### src/pkg/timer2_map.svh
// Register offsets, field positions, reset values and mode codes
// for the 8-bit timer core. Assumes a 32-bit APB bus, byte addressed.
//
// Functional notes
// - Counter and both compare registers are 8 bits
// - Each flag visible, each gated by mask
// - No selected source means counter stays still
// - Both compares checked on every timer tick
// - Compare match sets its channel flag
// - Compare results drive PWM or frequency output
// - Timer runs only while power-down bit clear
// - Channel B output internal only, no pin
// - Bottom signalled when counter equals zero
// - Maximum signalled when counter equals 255
// - Top is 255 or compare A per mode
// - Async bit clear: tick from I/O clock
// - Async bit set: crystal or meter pin clock
// - Ten-bit prescaler divides selected source
// - Overflow, compare A, compare B interrupt sources
// - Clear-on-compare mode gives auto-reload period
// - Can count from external 32 kHz crystal
// - Mode codes 0,1,2,3,5,7; 4,6 reserved
// - Software counter write beats clear or count
// - Source zero stops counter; still accessible
// - Normal mode overflow flag set on wrap
`ifndef TIMER2_MAP_SVH
`define TIMER2_MAP_SVH

`define T2_OFF_CTRL     8'h00
`define T2_OFF_COUNT    8'h04
`define T2_OFF_CMPA     8'h08
`define T2_OFF_CMPB     8'h0c
`define T2_OFF_FLAG     8'h10
`define T2_OFF_MASK     8'h14
`define T2_OFF_ASYNC    8'h18
`define T2_OFF_POWER    8'h1c
`define T2_OFF_STATUS   8'h20

`define T2_CTRL_W       10
`define T2_ASYNC_SEL    0
`define T2_ASYNC_METER  1
`define T2_POWER_DOWN   0
`define T2_ST_A_OUT     0
`define T2_ST_B_OUT     1
`define T2_ST_DOWN      2

`define T2_RST_BYTE     8'h00
`define T2_RST_CTRL     10'h000
`define T2_MAX          8'hff
`define T2_BOTTOM       8'h00

`define T2_WGM_NORMAL   3'h0
`define T2_WGM_PC_MAX   3'h1
`define T2_WGM_CTC      3'h2
`define T2_WGM_FAST_MAX 3'h3
`define T2_WGM_PC_TOP   3'h5
`define T2_WGM_FAST_TOP 3'h7

`define T2_COM_TOGGLE   2'h1
`define T2_COM_CLEAR    2'h2
`define T2_COM_SET      2'h3

`define T2_PS_MASK_1    10'h000
`define T2_PS_MASK_8    10'h007
`define T2_PS_MASK_32   10'h01f
`define T2_PS_MASK_64   10'h03f
`define T2_PS_MASK_128  10'h07f
`define T2_PS_MASK_256  10'h0ff
`define T2_PS_MASK_1024 10'h3ff

`endif

### src/pkg/timer2_pkg.sv
// Types shared by the timer core and its prescaler.
// Assumes the constants header is included by each user.
package timer2_pkg;

  // Control register layout, high bits first in the word
  typedef struct packed {
    logic [1:0] com_b;
    logic [1:0] com_a;
    logic [2:0] waveform_mode_sel;
    logic [2:0] clock_source_sel;
  } ctrl_type;

  // One bit per interrupt source
  typedef struct packed {
    logic cmp_b;
    logic cmp_a;
    logic ovf;
  } irq_type;

endpackage : timer2_pkg

### src/rtl/timer2_prescaler.sv
// Ten-bit prescaler forming the timer tick from a source pulse.
// Assumes src_pulse is a one-cycle enable on the pclk domain.
`timescale 1ns/10ps
`include "timer2_map.svh"

module timer2_prescaler
(
  input  wire logic       pclk,      // System clock
  input  wire logic       presetn,   // Async reset, active low
  input  wire logic       src_pulse, // One pulse per source edge
  input  wire logic       clear,     // Hold prescaler at zero
  input  wire logic [2:0] sel,       // Clock source select
  output logic            tick       // Timer tick enable
);
  import timer2_pkg::*;

  logic [9:0] count;

  // Tap mask: the tick fires when all masked low bits are ones
  function automatic logic [9:0] tap_mask(input logic [2:0] s);
    case (s)
      3'h2:    tap_mask = `T2_PS_MASK_8;
      3'h3:    tap_mask = `T2_PS_MASK_32;
      3'h4:    tap_mask = `T2_PS_MASK_64;
      3'h5:    tap_mask = `T2_PS_MASK_128;
      3'h6:    tap_mask = `T2_PS_MASK_256;
      3'h7:    tap_mask = `T2_PS_MASK_1024;
      default: tap_mask = `T2_PS_MASK_1;
    endcase
  endfunction : tap_mask

  // Free running, so the first tick after enabling may come early
  always_ff @(posedge pclk or negedge presetn)
  begin
    if (!presetn)
      count <= 10'h000;
    else if (clear)
      count <= 10'h000;
    else if (src_pulse)
      count <= count + 10'h001;
  end

  // Zero select gives no tick at all
  assign tick = src_pulse && !clear && (sel != 3'h0) &&
                ((count & tap_mask(sel)) == tap_mask(sel));

endmodule : timer2_prescaler

### src/rtl/timer2_core.sv
// Eight-bit timer core: counter, two buffered compares, flags,
// clock select and APB register slave.
// Assumes APB from the pclk domain; crystal and meter pins are async.
`timescale 1ns/10ps
`include "timer2_map.svh"

module timer2_core
(
  input  wire logic          pclk,            // System clock, 40 MHz
  input  wire logic          presetn,         // Async reset, active low
  input  wire logic          psel,            // APB select
  input  wire logic          penable,         // APB enable
  input  wire logic          pwrite,          // APB write
  input  wire logic [7:0]    paddr,           // APB byte address
  input  wire logic [31:0]   pwdata,          // APB write data
  output logic      [31:0]   prdata,          // APB read data
  output logic               pready,          // APB ready
  output logic               pslverr,         // APB error
  input  wire logic          osc_pin_in,      // Watch crystal clock in
  output logic               osc_pin_out,     // Oscillator amp enable
  input  wire logic          meter_clock_pin, // Meter-reading clock in
  output logic               compare_a_out,   // Channel A waveform
  output logic               compare_a_oe,    // Channel A pin enable
  output timer2_pkg::irq_type irq_req,        // Masked requests
  input  wire timer2_pkg::irq_type irq_ack    // Service pulses
);
  import timer2_pkg::*;

  ctrl_type   ctrl;
  irq_type    irq_flag_reg, irq_mask_reg, flag_set;
  logic [7:0] counter_value, compare_a_value, compare_b_value;
  logic [7:0] cmp_a_act, cmp_b_act, top, next_count;
  logic [1:0] pin_s1, pin_s2, pin_s3, pin_rise;
  logic [2:0] wgm;
  logic       next_down, count_down, async_clock_select, meter_select;
  logic       timer_power_down, compare_a_lvl, compare_b_lvl;
  logic       src_pulse, tick, run, wr, rd_hit;
  logic       at_bottom, at_max, at_top, mode_fast, mode_pc, top_is_a;
  logic       match_a, match_b, wrap, cnt_wr;

  // Address decode used by both write enable and error answer
  function automatic logic mapped(input logic [7:0] a);
    case (a)
      `T2_OFF_CTRL, `T2_OFF_COUNT, `T2_OFF_CMPA, `T2_OFF_CMPB,
      `T2_OFF_FLAG, `T2_OFF_MASK, `T2_OFF_ASYNC, `T2_OFF_POWER,
      `T2_OFF_STATUS: mapped = 1'b1;
      default:        mapped = 1'b0;
    endcase
  endfunction : mapped

  // Next waveform level for one channel
  function automatic logic wave_next(
    input logic       fast, pc, tgl_ok,
    input logic [1:0] com,
    input logic       lvl, match, wrp, down);
    logic r;
    r = lvl;
    if (fast || pc)
    begin
      if (match && com == `T2_COM_TOGGLE && tgl_ok)
        r = !lvl;
      else if (match && com == `T2_COM_CLEAR)
        r = pc && down;
      else if (match && com == `T2_COM_SET)
        r = !(pc && down);
      if (fast && wrp && com == `T2_COM_CLEAR)
        r = 1'b1;
      else if (fast && wrp && com == `T2_COM_SET)
        r = 1'b0;
    end
    else if (match)
    begin
      case (com)
        `T2_COM_TOGGLE: r = !lvl;
        `T2_COM_CLEAR:  r = 1'b0;
        `T2_COM_SET:    r = 1'b1;
        default:        r = lvl;
      endcase
    end
    wave_next = r;
  endfunction : wave_next

  // APB: zero wait states, error on unmapped address
  assign pready  = 1'b1;
  assign rd_hit  = mapped(paddr);
  assign pslverr = psel && penable && !rd_hit;
  assign wr      = psel && penable && pwrite && rd_hit;

  // Two flops per pin, third flop only for the edge detector
  genvar gi;
  generate
    for (gi = 0; gi < 2; gi++)
    begin : g_pin_sync
      always_ff @(posedge pclk or negedge presetn)
      begin
        if (!presetn)
        begin
          pin_s1[gi] <= 1'b0;
          pin_s2[gi] <= 1'b0;
          pin_s3[gi] <= 1'b0;
        end
        else
        begin
          pin_s1[gi] <= (gi == 0) ? osc_pin_in : meter_clock_pin;
          pin_s2[gi] <= pin_s1[gi];
          pin_s3[gi] <= pin_s2[gi];
        end
      end
      assign pin_rise[gi] = pin_s2[gi] && !pin_s3[gi];
    end
  endgenerate

  // Source: I/O clock by default, else crystal or meter pin edges
  assign src_pulse = !async_clock_select ? 1'b1 :
                     (meter_select ? pin_rise[1] : pin_rise[0]);

  timer2_prescaler u_prescaler
  (
    .pclk      (pclk),
    .presetn   (presetn),
    .src_pulse (src_pulse),
    .clear     (timer_power_down),
    .sel       (ctrl.clock_source_sel),
    .tick      (tick)
  );

  // Power-down blocks every tick
  assign run = tick && !timer_power_down;

  // Mode decode and top selection
  assign wgm       = ctrl.waveform_mode_sel;
  assign mode_fast = (wgm == `T2_WGM_FAST_MAX) || (wgm == `T2_WGM_FAST_TOP);
  assign mode_pc   = (wgm == `T2_WGM_PC_MAX) || (wgm == `T2_WGM_PC_TOP);
  assign top_is_a  = (wgm == `T2_WGM_CTC) || (wgm == `T2_WGM_PC_TOP) ||
                     (wgm == `T2_WGM_FAST_TOP);
  assign top       = top_is_a ? cmp_a_act : `T2_MAX;
  assign at_bottom = (counter_value == `T2_BOTTOM);
  assign at_max    = (counter_value == `T2_MAX);
  assign at_top    = (counter_value == top);
  assign match_a   = run && (counter_value == cmp_a_act);
  assign match_b   = run && (counter_value == cmp_b_act);
  assign wrap      = run && at_top;

  // Count sequence; reserved codes 4 and 6 count like normal mode
  always_comb
  begin
    next_count = counter_value;
    next_down  = count_down;
    if (mode_pc)
    begin
      if (!count_down && at_top)
        next_down = 1'b1;
      else if (count_down && at_bottom)
        next_down = 1'b0;
      next_count = next_down ? counter_value - 8'h01
                             : counter_value + 8'h01;
    end
    else if (top_is_a || mode_fast)
      next_count = at_top ? `T2_BOTTOM : counter_value + 8'h01;
    else
      next_count = counter_value + 8'h01;
  end

  // Counter: a software write beats any count or clear
  always_ff @(posedge pclk or negedge presetn)
  begin
    if (!presetn)
    begin
      counter_value <= `T2_RST_BYTE;
      count_down    <= 1'b0;
    end
    else if (wr && paddr == `T2_OFF_COUNT)
      counter_value <= pwdata[7:0];
    else if (run)
    begin
      counter_value <= next_count;
      count_down    <= next_down;
    end
  end

  // Control registers written by software
  always_ff @(posedge pclk or negedge presetn)
  begin
    if (!presetn)
    begin
      ctrl               <= `T2_RST_CTRL;
      compare_a_value    <= `T2_RST_BYTE;
      compare_b_value    <= `T2_RST_BYTE;
      irq_mask_reg       <= 3'h0;
      async_clock_select <= 1'b0;
      meter_select       <= 1'b0;
      timer_power_down   <= 1'b0;
    end
    else if (wr)
    begin
      case (paddr)
        `T2_OFF_CTRL:  ctrl <= ctrl_type'(pwdata[`T2_CTRL_W-1:0]);
        `T2_OFF_CMPA:  compare_a_value <= pwdata[7:0];
        `T2_OFF_CMPB:  compare_b_value <= pwdata[7:0];
        `T2_OFF_MASK:  irq_mask_reg <= irq_type'(pwdata[2:0]);
        `T2_OFF_ASYNC:
        begin
          async_clock_select <= pwdata[`T2_ASYNC_SEL];
          meter_select       <= pwdata[`T2_ASYNC_METER];
        end
        `T2_OFF_POWER: timer_power_down <= pwdata[`T2_POWER_DOWN];
        default:       ctrl <= ctrl;
      endcase
    end
  end

  // Compare buffers: immediate in non-PWM modes, at top in PWM modes
  always_ff @(posedge pclk or negedge presetn)
  begin
    if (!presetn)
    begin
      cmp_a_act <= `T2_RST_BYTE;
      cmp_b_act <= `T2_RST_BYTE;
    end
    else if (!(mode_fast || mode_pc) || wrap)
    begin
      cmp_a_act <= compare_a_value;
      cmp_b_act <= compare_b_value;
    end
  end

  // Overflow event position depends on the mode
  always_comb
  begin
    flag_set.cmp_a = match_a;
    flag_set.cmp_b = match_b;
    if (mode_pc)
      flag_set.ovf = run && count_down && at_bottom;
    else if (wgm == `T2_WGM_FAST_TOP)
      flag_set.ovf = wrap;
    else
      flag_set.ovf = run && at_max;
  end

  // Flags: a hardware set wins over a clear in the same cycle
  always_ff @(posedge pclk or negedge presetn)
  begin
    if (!presetn)
      irq_flag_reg <= 3'h0;
    else
      irq_flag_reg <= flag_set | (irq_flag_reg & ~irq_ack &
                      ~((wr && paddr == `T2_OFF_FLAG) ?
                        irq_type'(pwdata[2:0]) : irq_type'(3'h0)));
  end

  assign irq_req = irq_flag_reg & irq_mask_reg;

  // Waveform levels; channel B never reaches a pin
  always_ff @(posedge pclk or negedge presetn)
  begin
    if (!presetn)
    begin
      compare_a_lvl <= 1'b0;
      compare_b_lvl <= 1'b0;
    end
    else
    begin
      compare_a_lvl <= wave_next(mode_fast, mode_pc, top_is_a, ctrl.com_a,
                                 compare_a_lvl, match_a, wrap,
                                 count_down);
      compare_b_lvl <= wave_next(mode_fast, mode_pc, 1'b0, ctrl.com_b,
                                 compare_b_lvl, match_b, wrap,
                                 count_down);
    end
  end

  // Pin drivers come from flops
  always_ff @(posedge pclk or negedge presetn)
  begin
    if (!presetn)
    begin
      compare_a_out <= 1'b0;
      compare_a_oe  <= 1'b0;
      osc_pin_out   <= 1'b0;
    end
    else
    begin
      compare_a_out <= compare_a_lvl;
      compare_a_oe  <= (ctrl.com_a != 2'h0);
      osc_pin_out   <= async_clock_select && !meter_select;
    end
  end

  // Read mux; unused upper bits read as zero
  always_comb
  begin
    prdata = 32'h0000_0000;
    case (paddr)
      `T2_OFF_CTRL:   prdata[`T2_CTRL_W-1:0] = ctrl;
      `T2_OFF_COUNT:  prdata[7:0] = counter_value;
      `T2_OFF_CMPA:   prdata[7:0] = compare_a_value;
      `T2_OFF_CMPB:   prdata[7:0] = compare_b_value;
      `T2_OFF_FLAG:   prdata[2:0] = irq_flag_reg;
      `T2_OFF_MASK:   prdata[2:0] = irq_mask_reg;
      `T2_OFF_ASYNC:  prdata[1:0] = {meter_select, async_clock_select};
      `T2_OFF_POWER:  prdata[`T2_POWER_DOWN] = timer_power_down;
      `T2_OFF_STATUS:
      begin
        prdata[`T2_ST_A_OUT] = compare_a_lvl;
        prdata[`T2_ST_B_OUT] = compare_b_lvl;
        prdata[`T2_ST_DOWN]  = count_down;
      end
      default:        prdata = 32'h0000_0000;
    endcase
  end

  // Checks
  assign cnt_wr = wr && paddr == `T2_OFF_COUNT;

  property p_stop_hold;
    @(posedge pclk) disable iff (!presetn)
    (ctrl.clock_source_sel == 3'h0 && !cnt_wr) |=>
      $stable(counter_value);
  endproperty
  a_stop_hold: assert property (p_stop_hold)
    else $error("counter moved with no clock source");

  property p_power_hold;
    @(posedge pclk) disable iff (!presetn)
    (timer_power_down && !cnt_wr)[*2] |-> $stable(counter_value);
  endproperty
  a_power_hold: assert property (p_power_hold)
    else $error("counter moved while powered down");

  property p_write_wins;
    @(posedge pclk) disable iff (!presetn)
    cnt_wr |=> counter_value == $past(pwdata[7:0]);
  endproperty
  a_write_wins: assert property (p_write_wins)
    else $error("counter write lost");

  property p_normal_wrap;
    @(posedge pclk) disable iff (!presetn)
    (run && wgm == `T2_WGM_NORMAL && at_max && !cnt_wr) |=>
      irq_flag_reg.ovf && counter_value == 8'h00;
  endproperty
  a_normal_wrap: assert property (p_normal_wrap)
    else $error("overflow flag not set on wrap");

  property p_match_a;
    @(posedge pclk) disable iff (!presetn)
    (run && counter_value == cmp_a_act) |=> irq_flag_reg.cmp_a;
  endproperty
  a_match_a: assert property (p_match_a)
    else $error("compare A flag missed");

  property p_ctc_reload;
    @(posedge pclk) disable iff (!presetn)
    (run && wgm == `T2_WGM_CTC && counter_value == cmp_a_act && !cnt_wr)
      |=> counter_value == 8'h00;
  endproperty
  a_ctc_reload: assert property (p_ctc_reload)
    else $error("clear on compare failed");

  property p_mask_gate;
    @(posedge pclk) disable iff (!presetn)
    $fell(irq_mask_reg.cmp_b) |-> !irq_req.cmp_b;
  endproperty
  a_mask_gate: assert property (p_mask_gate)
    else $error("request passed a cleared mask");

  property p_flag_clear;
    @(posedge pclk) disable iff (!presetn)
    (wr && paddr == `T2_OFF_FLAG && pwdata[1] && !match_a) |=>
      !irq_flag_reg.cmp_a;
  endproperty
  a_flag_clear: assert property (p_flag_clear)
    else $error("flag not cleared by one-write");

endmodule : timer2_core

### config.mk
export PLATFORM = sky130hd
export DESIGN_NAME = timer2_core
export DESIGN_NICKNAME = d
export VERILOG_FILES = /design/src/pkg/timer2_pkg.sv /design/src/rtl/timer2_prescaler.sv /design/src/rtl/timer2_core.sv
export VERILOG_INCLUDE_DIRS = /design/src /design/src/pkg
export SDC_FILE = /design/constraint.sdc
export NUM_CORES = 1
export LEC_CHECK = 0
export BUFFER_PORTS_ARGS = -buffer_cell sky130_fd_sc_hd__buf_4
export CORE_MARGIN = 3
export CORE_UTILIZATION = 55
export CTS_CLUSTER_SIZE = 14
export DETAILED_ROUTE_END_ITERATION = 10
export HOLD_SLACK_MARGIN = 0.06
export PLACE_DENSITY = 0.88
export SYNTH_ARGS = -nofsm -noshare
export SYNTH_HDL_FRONTEND = slang
export SYNTH_SLANG_ARGS = --single-unit
### constraint.sdc
create_clock -name pclk -period 3.4 [get_ports pclk]
set_input_delay 0.51 -clock pclk [delete_from_list [all_inputs] [get_ports pclk]]
set_output_delay 0.51 -clock pclk [all_outputs]
set_load 0.02 [all_outputs]
# ---- Yosys cells after proc, flatten, opt, wreduce, memory -nomap -nowiden
# Cells that the tools add are included.
dict set report classes {
  eq_ne 32
  n_bitwise 8
  magnitude_cmp 0
  multipliers 0
  div_mod_pow 0
  n_shift 0
  add_sub_neg 3
  reduce_logical 70
  muxes 39
}
# cell n
set ops {}
lappend ops {{10-bit one-hot mux with 6 select lines} 1}
lappend ops {{8-bit two-way mux} 7}
lappend ops {{1-bit logical AND} 33}
lappend ops {{8-bit by 5-bit equality test with 1-bit output, second input constant} 4}
lappend ops {{8-bit equality test} 3}
lappend ops {{1-bit two-way mux} 21}
lappend ops {{10-bit two-way mux} 2}
lappend ops {{5-bit one-hot mux with 4 select lines} 1}
lappend ops {{3-bit equality test, second input constant} 6}
lappend ops {{8-bit by 4-bit equality test with 1-bit output, second input constant} 2}
lappend ops {{8-bit zero test} 2}
lappend ops {{3-bit by 2-bit equality test with 1-bit output, second input constant} 4}
lappend ops {{2-bit AND reduction} 6}
lappend ops {{10-bit by 1-bit adder with 10-bit output, second input constant} 1}
lappend ops {{10-bit AND} 1}
lappend ops {{10-bit equality test} 1}
lappend ops {{1-bit zero test} 10}
lappend ops {{2-bit nonzero test} 5}
lappend ops {{3-bit AND} 3}
lappend ops {{1-bit one-hot mux with 9 select lines} 1}
lappend ops {{3-bit AND reduction} 3}
lappend ops {{9-bit OR reduction} 1}
lappend ops {{8-bit by 1-bit adder with 8-bit output, second input constant} 1}
lappend ops {{2-bit equality test, second input constant} 4}
lappend ops {{19 further kinds} 29}
dict set report totals {
  latchBits 0
  mem_bits_ro 0
  ff_bits 81
  mem_count 0
  inputBits 50
  mem_bits_rw 0
  wordCells 183
  output_inout_bits 40
}

# ---- Longest topological paths before layout
dict set report depth {
  depth_word 16
  mapped_depth 10
  depth_no_buf 10
}

# ---- By module
# From an unflattened synthesis, not the netlist that was laid out.
dict set report hier_totals {
  cells_unflattened 498
  hier_area_um2 4859.7
}
# mod n_inst seq_area_each_um2 area_each_um2 cells_each
set by_module_without_submodules {}
lappend by_module_without_submodules {timer2_core 1 1776.7 4290.4 438}
lappend by_module_without_submodules {timer2_prescaler 1 250.2 569.3 60}

# ---- Worst setup path before layout
# Ideal clock, no wire load.
dict set report synth_timing {
  path_kind {in2out}
  from {input paddr[2]}
  to {output prdata[3]}
  slack_ps 841
  t_required_ps 2890
  n_path_buf 3
  arrival_time_ps 2049
  stages 5
  path_cell_list {clkbuf_1 > clkbuf_1 > clkbuf_1 > mux2i_1 > o22ai_1}
}
dict set report synth_via {
  elab_chain_len 2
  elab_cells_between_ends 5
  classes_between {eq/ne (3); mux (1); reduce/logical (1)}
}
# item line_no
set synth_rtl {}
lappend synth_rtl {{from (decl)} timer2_core.sv:14} ;# input wire logic [7:0] paddr,
lappend synth_rtl {{8-bit by 4-bit equality test with 1-bit output (tied with other cells)} timer2_core.sv:293} ;# case (paddr)
lappend synth_rtl {{5-bit one-hot mux with 4 select lines (*)} timer2_core.sv:293}
lappend synth_rtl {{to (decl)} timer2_core.sv:16} ;# output logic [31:0] prdata,
# Every way passes the cells marked *; elsewhere a longest branch is shown, timed or not.

# ---- Final worst setup path
dict set report layout_timing {
  from {register counter_value[0]}
  to {register counter_value[4]}
}
dict set report layout_via {
  elab_chain_len 9
  elab_cells_between_ends 15
  classes_between {add/sub (2); eq/ne (1); mux (9); reduce/logical (3)}
}
# item line_no
set layout_rtl {}
lappend layout_rtl {{from (decl)} timer2_core.sv:31} ;# logic [7:0] counter_value, compare_a_value, compare_b_value;
lappend layout_rtl {{from (signal assigned)} timer2_core.sv:169} ;# counter_value <= `T2_RST_BYTE;
lappend layout_rtl {{from (signal assigned)} timer2_core.sv:173} ;# counter_value <= pwdata[7:0];
lappend layout_rtl {{from (signal assigned)} timer2_core.sv:176} ;# counter_value <= next_count;
lappend layout_rtl {{branches (longest 6 deep; another with 8-bit by 1-bit adder with 8-bit output)} n/a}
lappend layout_rtl {{8-bit two-way mux (*)} timer2_core.sv:149} ;# if (mode_pc)
lappend layout_rtl {{8-bit two-way mux (*)} timer2_core.sv:174} ;# else if (run)
lappend layout_rtl {{8-bit two-way mux (*)} timer2_core.sv:172} ;# else if (wr && paddr == `T2_OFF_COUNT)
# Every way passes the cells marked *. The select of a mux whose other input is x is not followed.
# A chain may end at the register's enable or synchronous reset.

==> impl_metrics.env <==
export IMPL_ctsResizeCount=0
export IMPL_synthArstFlopShare=1.00
export IMPL_synth_seq_cells=81
export IMPL_cts_setup_buffers=0
export IMPL_postRouteAntennaNets=0
export IMPL_cp_arrival_ns=3.20
export IMPL_grtUsageMet1=0.361
export IMPL_dr_pass1_iters=6
export IMPL_clock_sinks=81
export IMPL_grt_ovfl_total=0
export IMPL_place_congestion=0.918
export IMPL_core_area_um2=8420
export IMPL_drv_cap=0
export IMPL_dp_hpwl_um=9080
export IMPL_synth_area_leaders="dfrtp_1, mux2_2, buf_4, mux2i_1, nand2_1"
export IMPL_routed_wl_um=12500
export IMPL_grt_busiest_layer="met2"
export IMPL_synth_cell_types=74
export IMPL_min_period_ns=2.90
export IMPL_cts_made_buffers=9
export IMPL_netlist_top_cell_by_area="dfrtp_1"
export IMPL_rows=33
export IMPL_crit_type="flip-flop to flip-flop"
export IMPL_grt_use_met3=0.0334
export IMPL_fin_util=0.639
export IMPL_final_hold_viol_count=0
export IMPL_ys_warn_count=0
export IMPL_die_x_um=100
export IMPL_finalNonFillerCells=631
export IMPL_place_ws_ns=0.472
export IMPL_h_tree_depth=3
export IMPL_crit_path_end_kind="flip-flop"
export IMPL_drive_above_1_share=0.285
export IMPL_syn_inst=478
export IMPL_worstSkewPairLatency_ns=0.36
export IMPL_setup_tns_ns=0
export IMPL_path_cells="inv_2 > nor4_1 > o21bai_1 > o2111a_2 > nor2_1 > or3_1 > a2111oi_2 > o32a_1"
export IMPL_period_share=0.853
export IMPL_clk_pin_slew_ns=0.09
export IMPL_antenna_found_initial=0
export IMPL_hp_class="input pin to flip-flop"
export IMPL_grt_max_degree=82
export IMPL_synth_avg_cell_area_um2=10.2
export IMPL_cpPeakStageDelay_ns=0.54
export IMPL_synth_edf_count=0
export IMPL_setup_viol=0
export IMPL_syn2layout_area_growth_pct=10.2
export IMPL_slew_headroom=0.329
export IMPL_use_met2=0.420
export IMPL_post_drt_wl_per_cell_um=19.8
export IMPL_p_leak_nw=2.59
export IMPL_tritoncts="yes"
export IMPL_grt_usage=0.258
export IMPL_num_nets_final=575
export IMPL_fin_ws_ns=0.498
export IMPL_finClkSkew_ns=0.0151
export IMPL_chipHeight_um=100
export IMPL_synthFlopType="dfrtp_1"
export IMPL_largest_register="u_prescaler.count"
export IMPL_vias_per_cell=6.29
export IMPL_syn_area_um2=4880
export IMPL_numPortBuffers=44
export IMPL_dieArea_um2=10000
export IMPL_slowest_stage="dfrtp_1"
export IMPL_rsz0062_at_grt="false"
export IMPL_grt_pass1_wl_um=20400
export IMPL_seq_area_frac_synth=0.415
export IMPL_clockBufferDepth=2
export IMPL_initial_core_util=0.579
export IMPL_synth_top_area_share=0.415
export IMPL_route_detailed_drc=0
export IMPL_vias=3972
export IMPL_drv_slew=0
export IMPL_required_ns=3.70
export IMPL_drtIter0Drc=336
export IMPL_fmax_mhz=345
export IMPL_ir_drop_v=0.000222
export IMPL_grt_pass1_vias=3819
export IMPL_diodes=0
export IMPL_dp_cells=615
export IMPL_powerDensity_nw_per_um2=373
export IMPL_hold_buffers=0
export IMPL_status="finished, final reports clean"
export IMPL_pin_count=90
export IMPL_worstMarginPinSlew_ns=1.01
export IMPL_cts_root_buf="clkbuf_8"
export IMPL_largest_reg_flops=10
export IMPL_crit_fanout=15
export IMPL_startpoint_type="flip-flop"
-- critical path: cells and delay by family, from the launching register on --
family	cells	cell delay, ns
compound gates	4	1.20
buf+inv	1	0.11
flops	1	0.54
simple gates	3	1.00
-- cell type report --
| class | count | area (um2) |
|---|---|---|
| clock buffers | 11 | 151 |
| clock inverters | 5 | 37.5 |
| fillers | 699 | 3040 |
| inverters | 17 | 63.8 |
| multi-input cells | 354 | 2530 |
| flip-flops and latches | 81 | 2030 |
| well taps | 105 | 131 |
| repair buffers | 58 | 435 |
-- path summary, 6_finish.rpt --
| kind | from | endpoint | slack (ns) | cells after the start |
|---|---|---|---|---|
| worst max-delay path | counter_value[0] | counter_value[4] | 0.50 | 8 |
| worst min-delay path | osc_pin_in | pin_s1[0] | 0.26 | 1 |
| worst max register to register | counter_value[0] | counter_value[4] | 0.50 | 8 |
| worst min register to register | pin_s1[1] | pin_s2[1] | 0.35 | 0 |
| max in group asynchronous | presetn | cmp_a_act[4] | 2.43 | 1 |
| min in group asynchronous | presetn | pin_s1[1] | 0.31 | 1 |
-- power breakdown --
part           internal [W]  leakage, nW  switching, W
sequential          0.00101         1.07     0.0000523
clock              0.000308       0.0919      0.000376
combinational     0.0000967         1.43      0.000165
-- metal layers --
| metal | vias to the layer above | routed length [um] |
|---|---|---|
| met2 | 234 | 5830 |
| met1 | 1926 | 5280 |
| li1 | 1775 | - |
| met3 | 37 | 1120 |
| met4 | 0 | 289 |
| met5 | - | 0 |
-- placed cells by master (no fill, tap or decap), types with 3 or more instances in the layout --
cell and n:
buf_4 58, a22oi_1 7, or3_1 7, conb_1 23
inv_1 15, nand2b_1 4, dfrtp_1 81, a222oi_1 3
xnor2_1 13, nand4_1 8, o31ai_1 3, nand3_1 12
nor3_1 7, o21ai_0 11, o2111ai_1 5, and2_1 8
or4_4 3, o21ai_1 3, nor2b_1 5, ha_1 4
and3_1 4, or2b_1 3, clkbuf_8 11, nor2_1 35
nor4_1 4, mux2_2 50, a21oi_1 11, o22ai_1 12
a31oi_1 3, xor2_1 6, mux2i_1 18, a31o_2 3
nand2_1 37
-- kinds of logic (layout without fill, tap and decap cells) --
group           count (synthesis)  in the layout  share of synthesized area
simple gates                  151            151                      0.162
compound gates                 88             88                      0.138
flops                          81             81                      0.415
mux                            69             69                      0.157
buf+inv                        64             91                     0.0818
xor+xnor                       19             19                     0.0341
fa+ha+maj                       4              4                     0.0103
other cells                     2             23                    0.00154
-- cells in the mapped netlist (3+ instances only) --
| cell type | n |
|---|---|
| a21oi_1 | 11 |
| a222oi_1 | 3 |
| a22oi_1 | 7 |
| a31o_2 | 3 |
| a31oi_1 | 3 |
| and2_1 | 8 |
| and3_1 | 4 |
| buf_2 | 5 |
| buf_4 | 28 |
| buf_6 | 3 |
| clkbuf_1 | 7 |
| dfrtp_1 | 81 |
| ha_1 | 4 |
| inv_1 | 15 |
| mux2_2 | 50 |
| mux2i_1 | 18 |
| nand2_1 | 37 |
| nand2b_1 | 4 |
| nand3_1 | 12 |
| nand4_1 | 8 |
| nor2_1 | 35 |
| nor2b_1 | 5 |
| nor3_1 | 7 |
| nor4_1 | 4 |
| o2111ai_1 | 5 |
| o21ai_0 | 11 |
| o21ai_1 | 3 |
| o22ai_1 | 12 |
| o31ai_1 | 3 |
| or2b_1 | 3 |
| or3_1 | 7 |
| or4_4 | 3 |
| xnor2_1 | 13 |
| xor2_1 | 6 |
-- stage by stage --
stage | area (um2) | hold slack, ns | total power (W)
floorplan | 4960 | 0.214 | 0.00125
global placement | 5190 | 0.334 | 0.00132
detailed placement | 5190 | 0.336 | 0.00134
CTS | 5380 | 0.251 | 0.00200
global route | 5380 | 0.245 | 0.00209
finish | 5380 | 0.256 | 0.00201
Power figures use the tool's default switching activity.
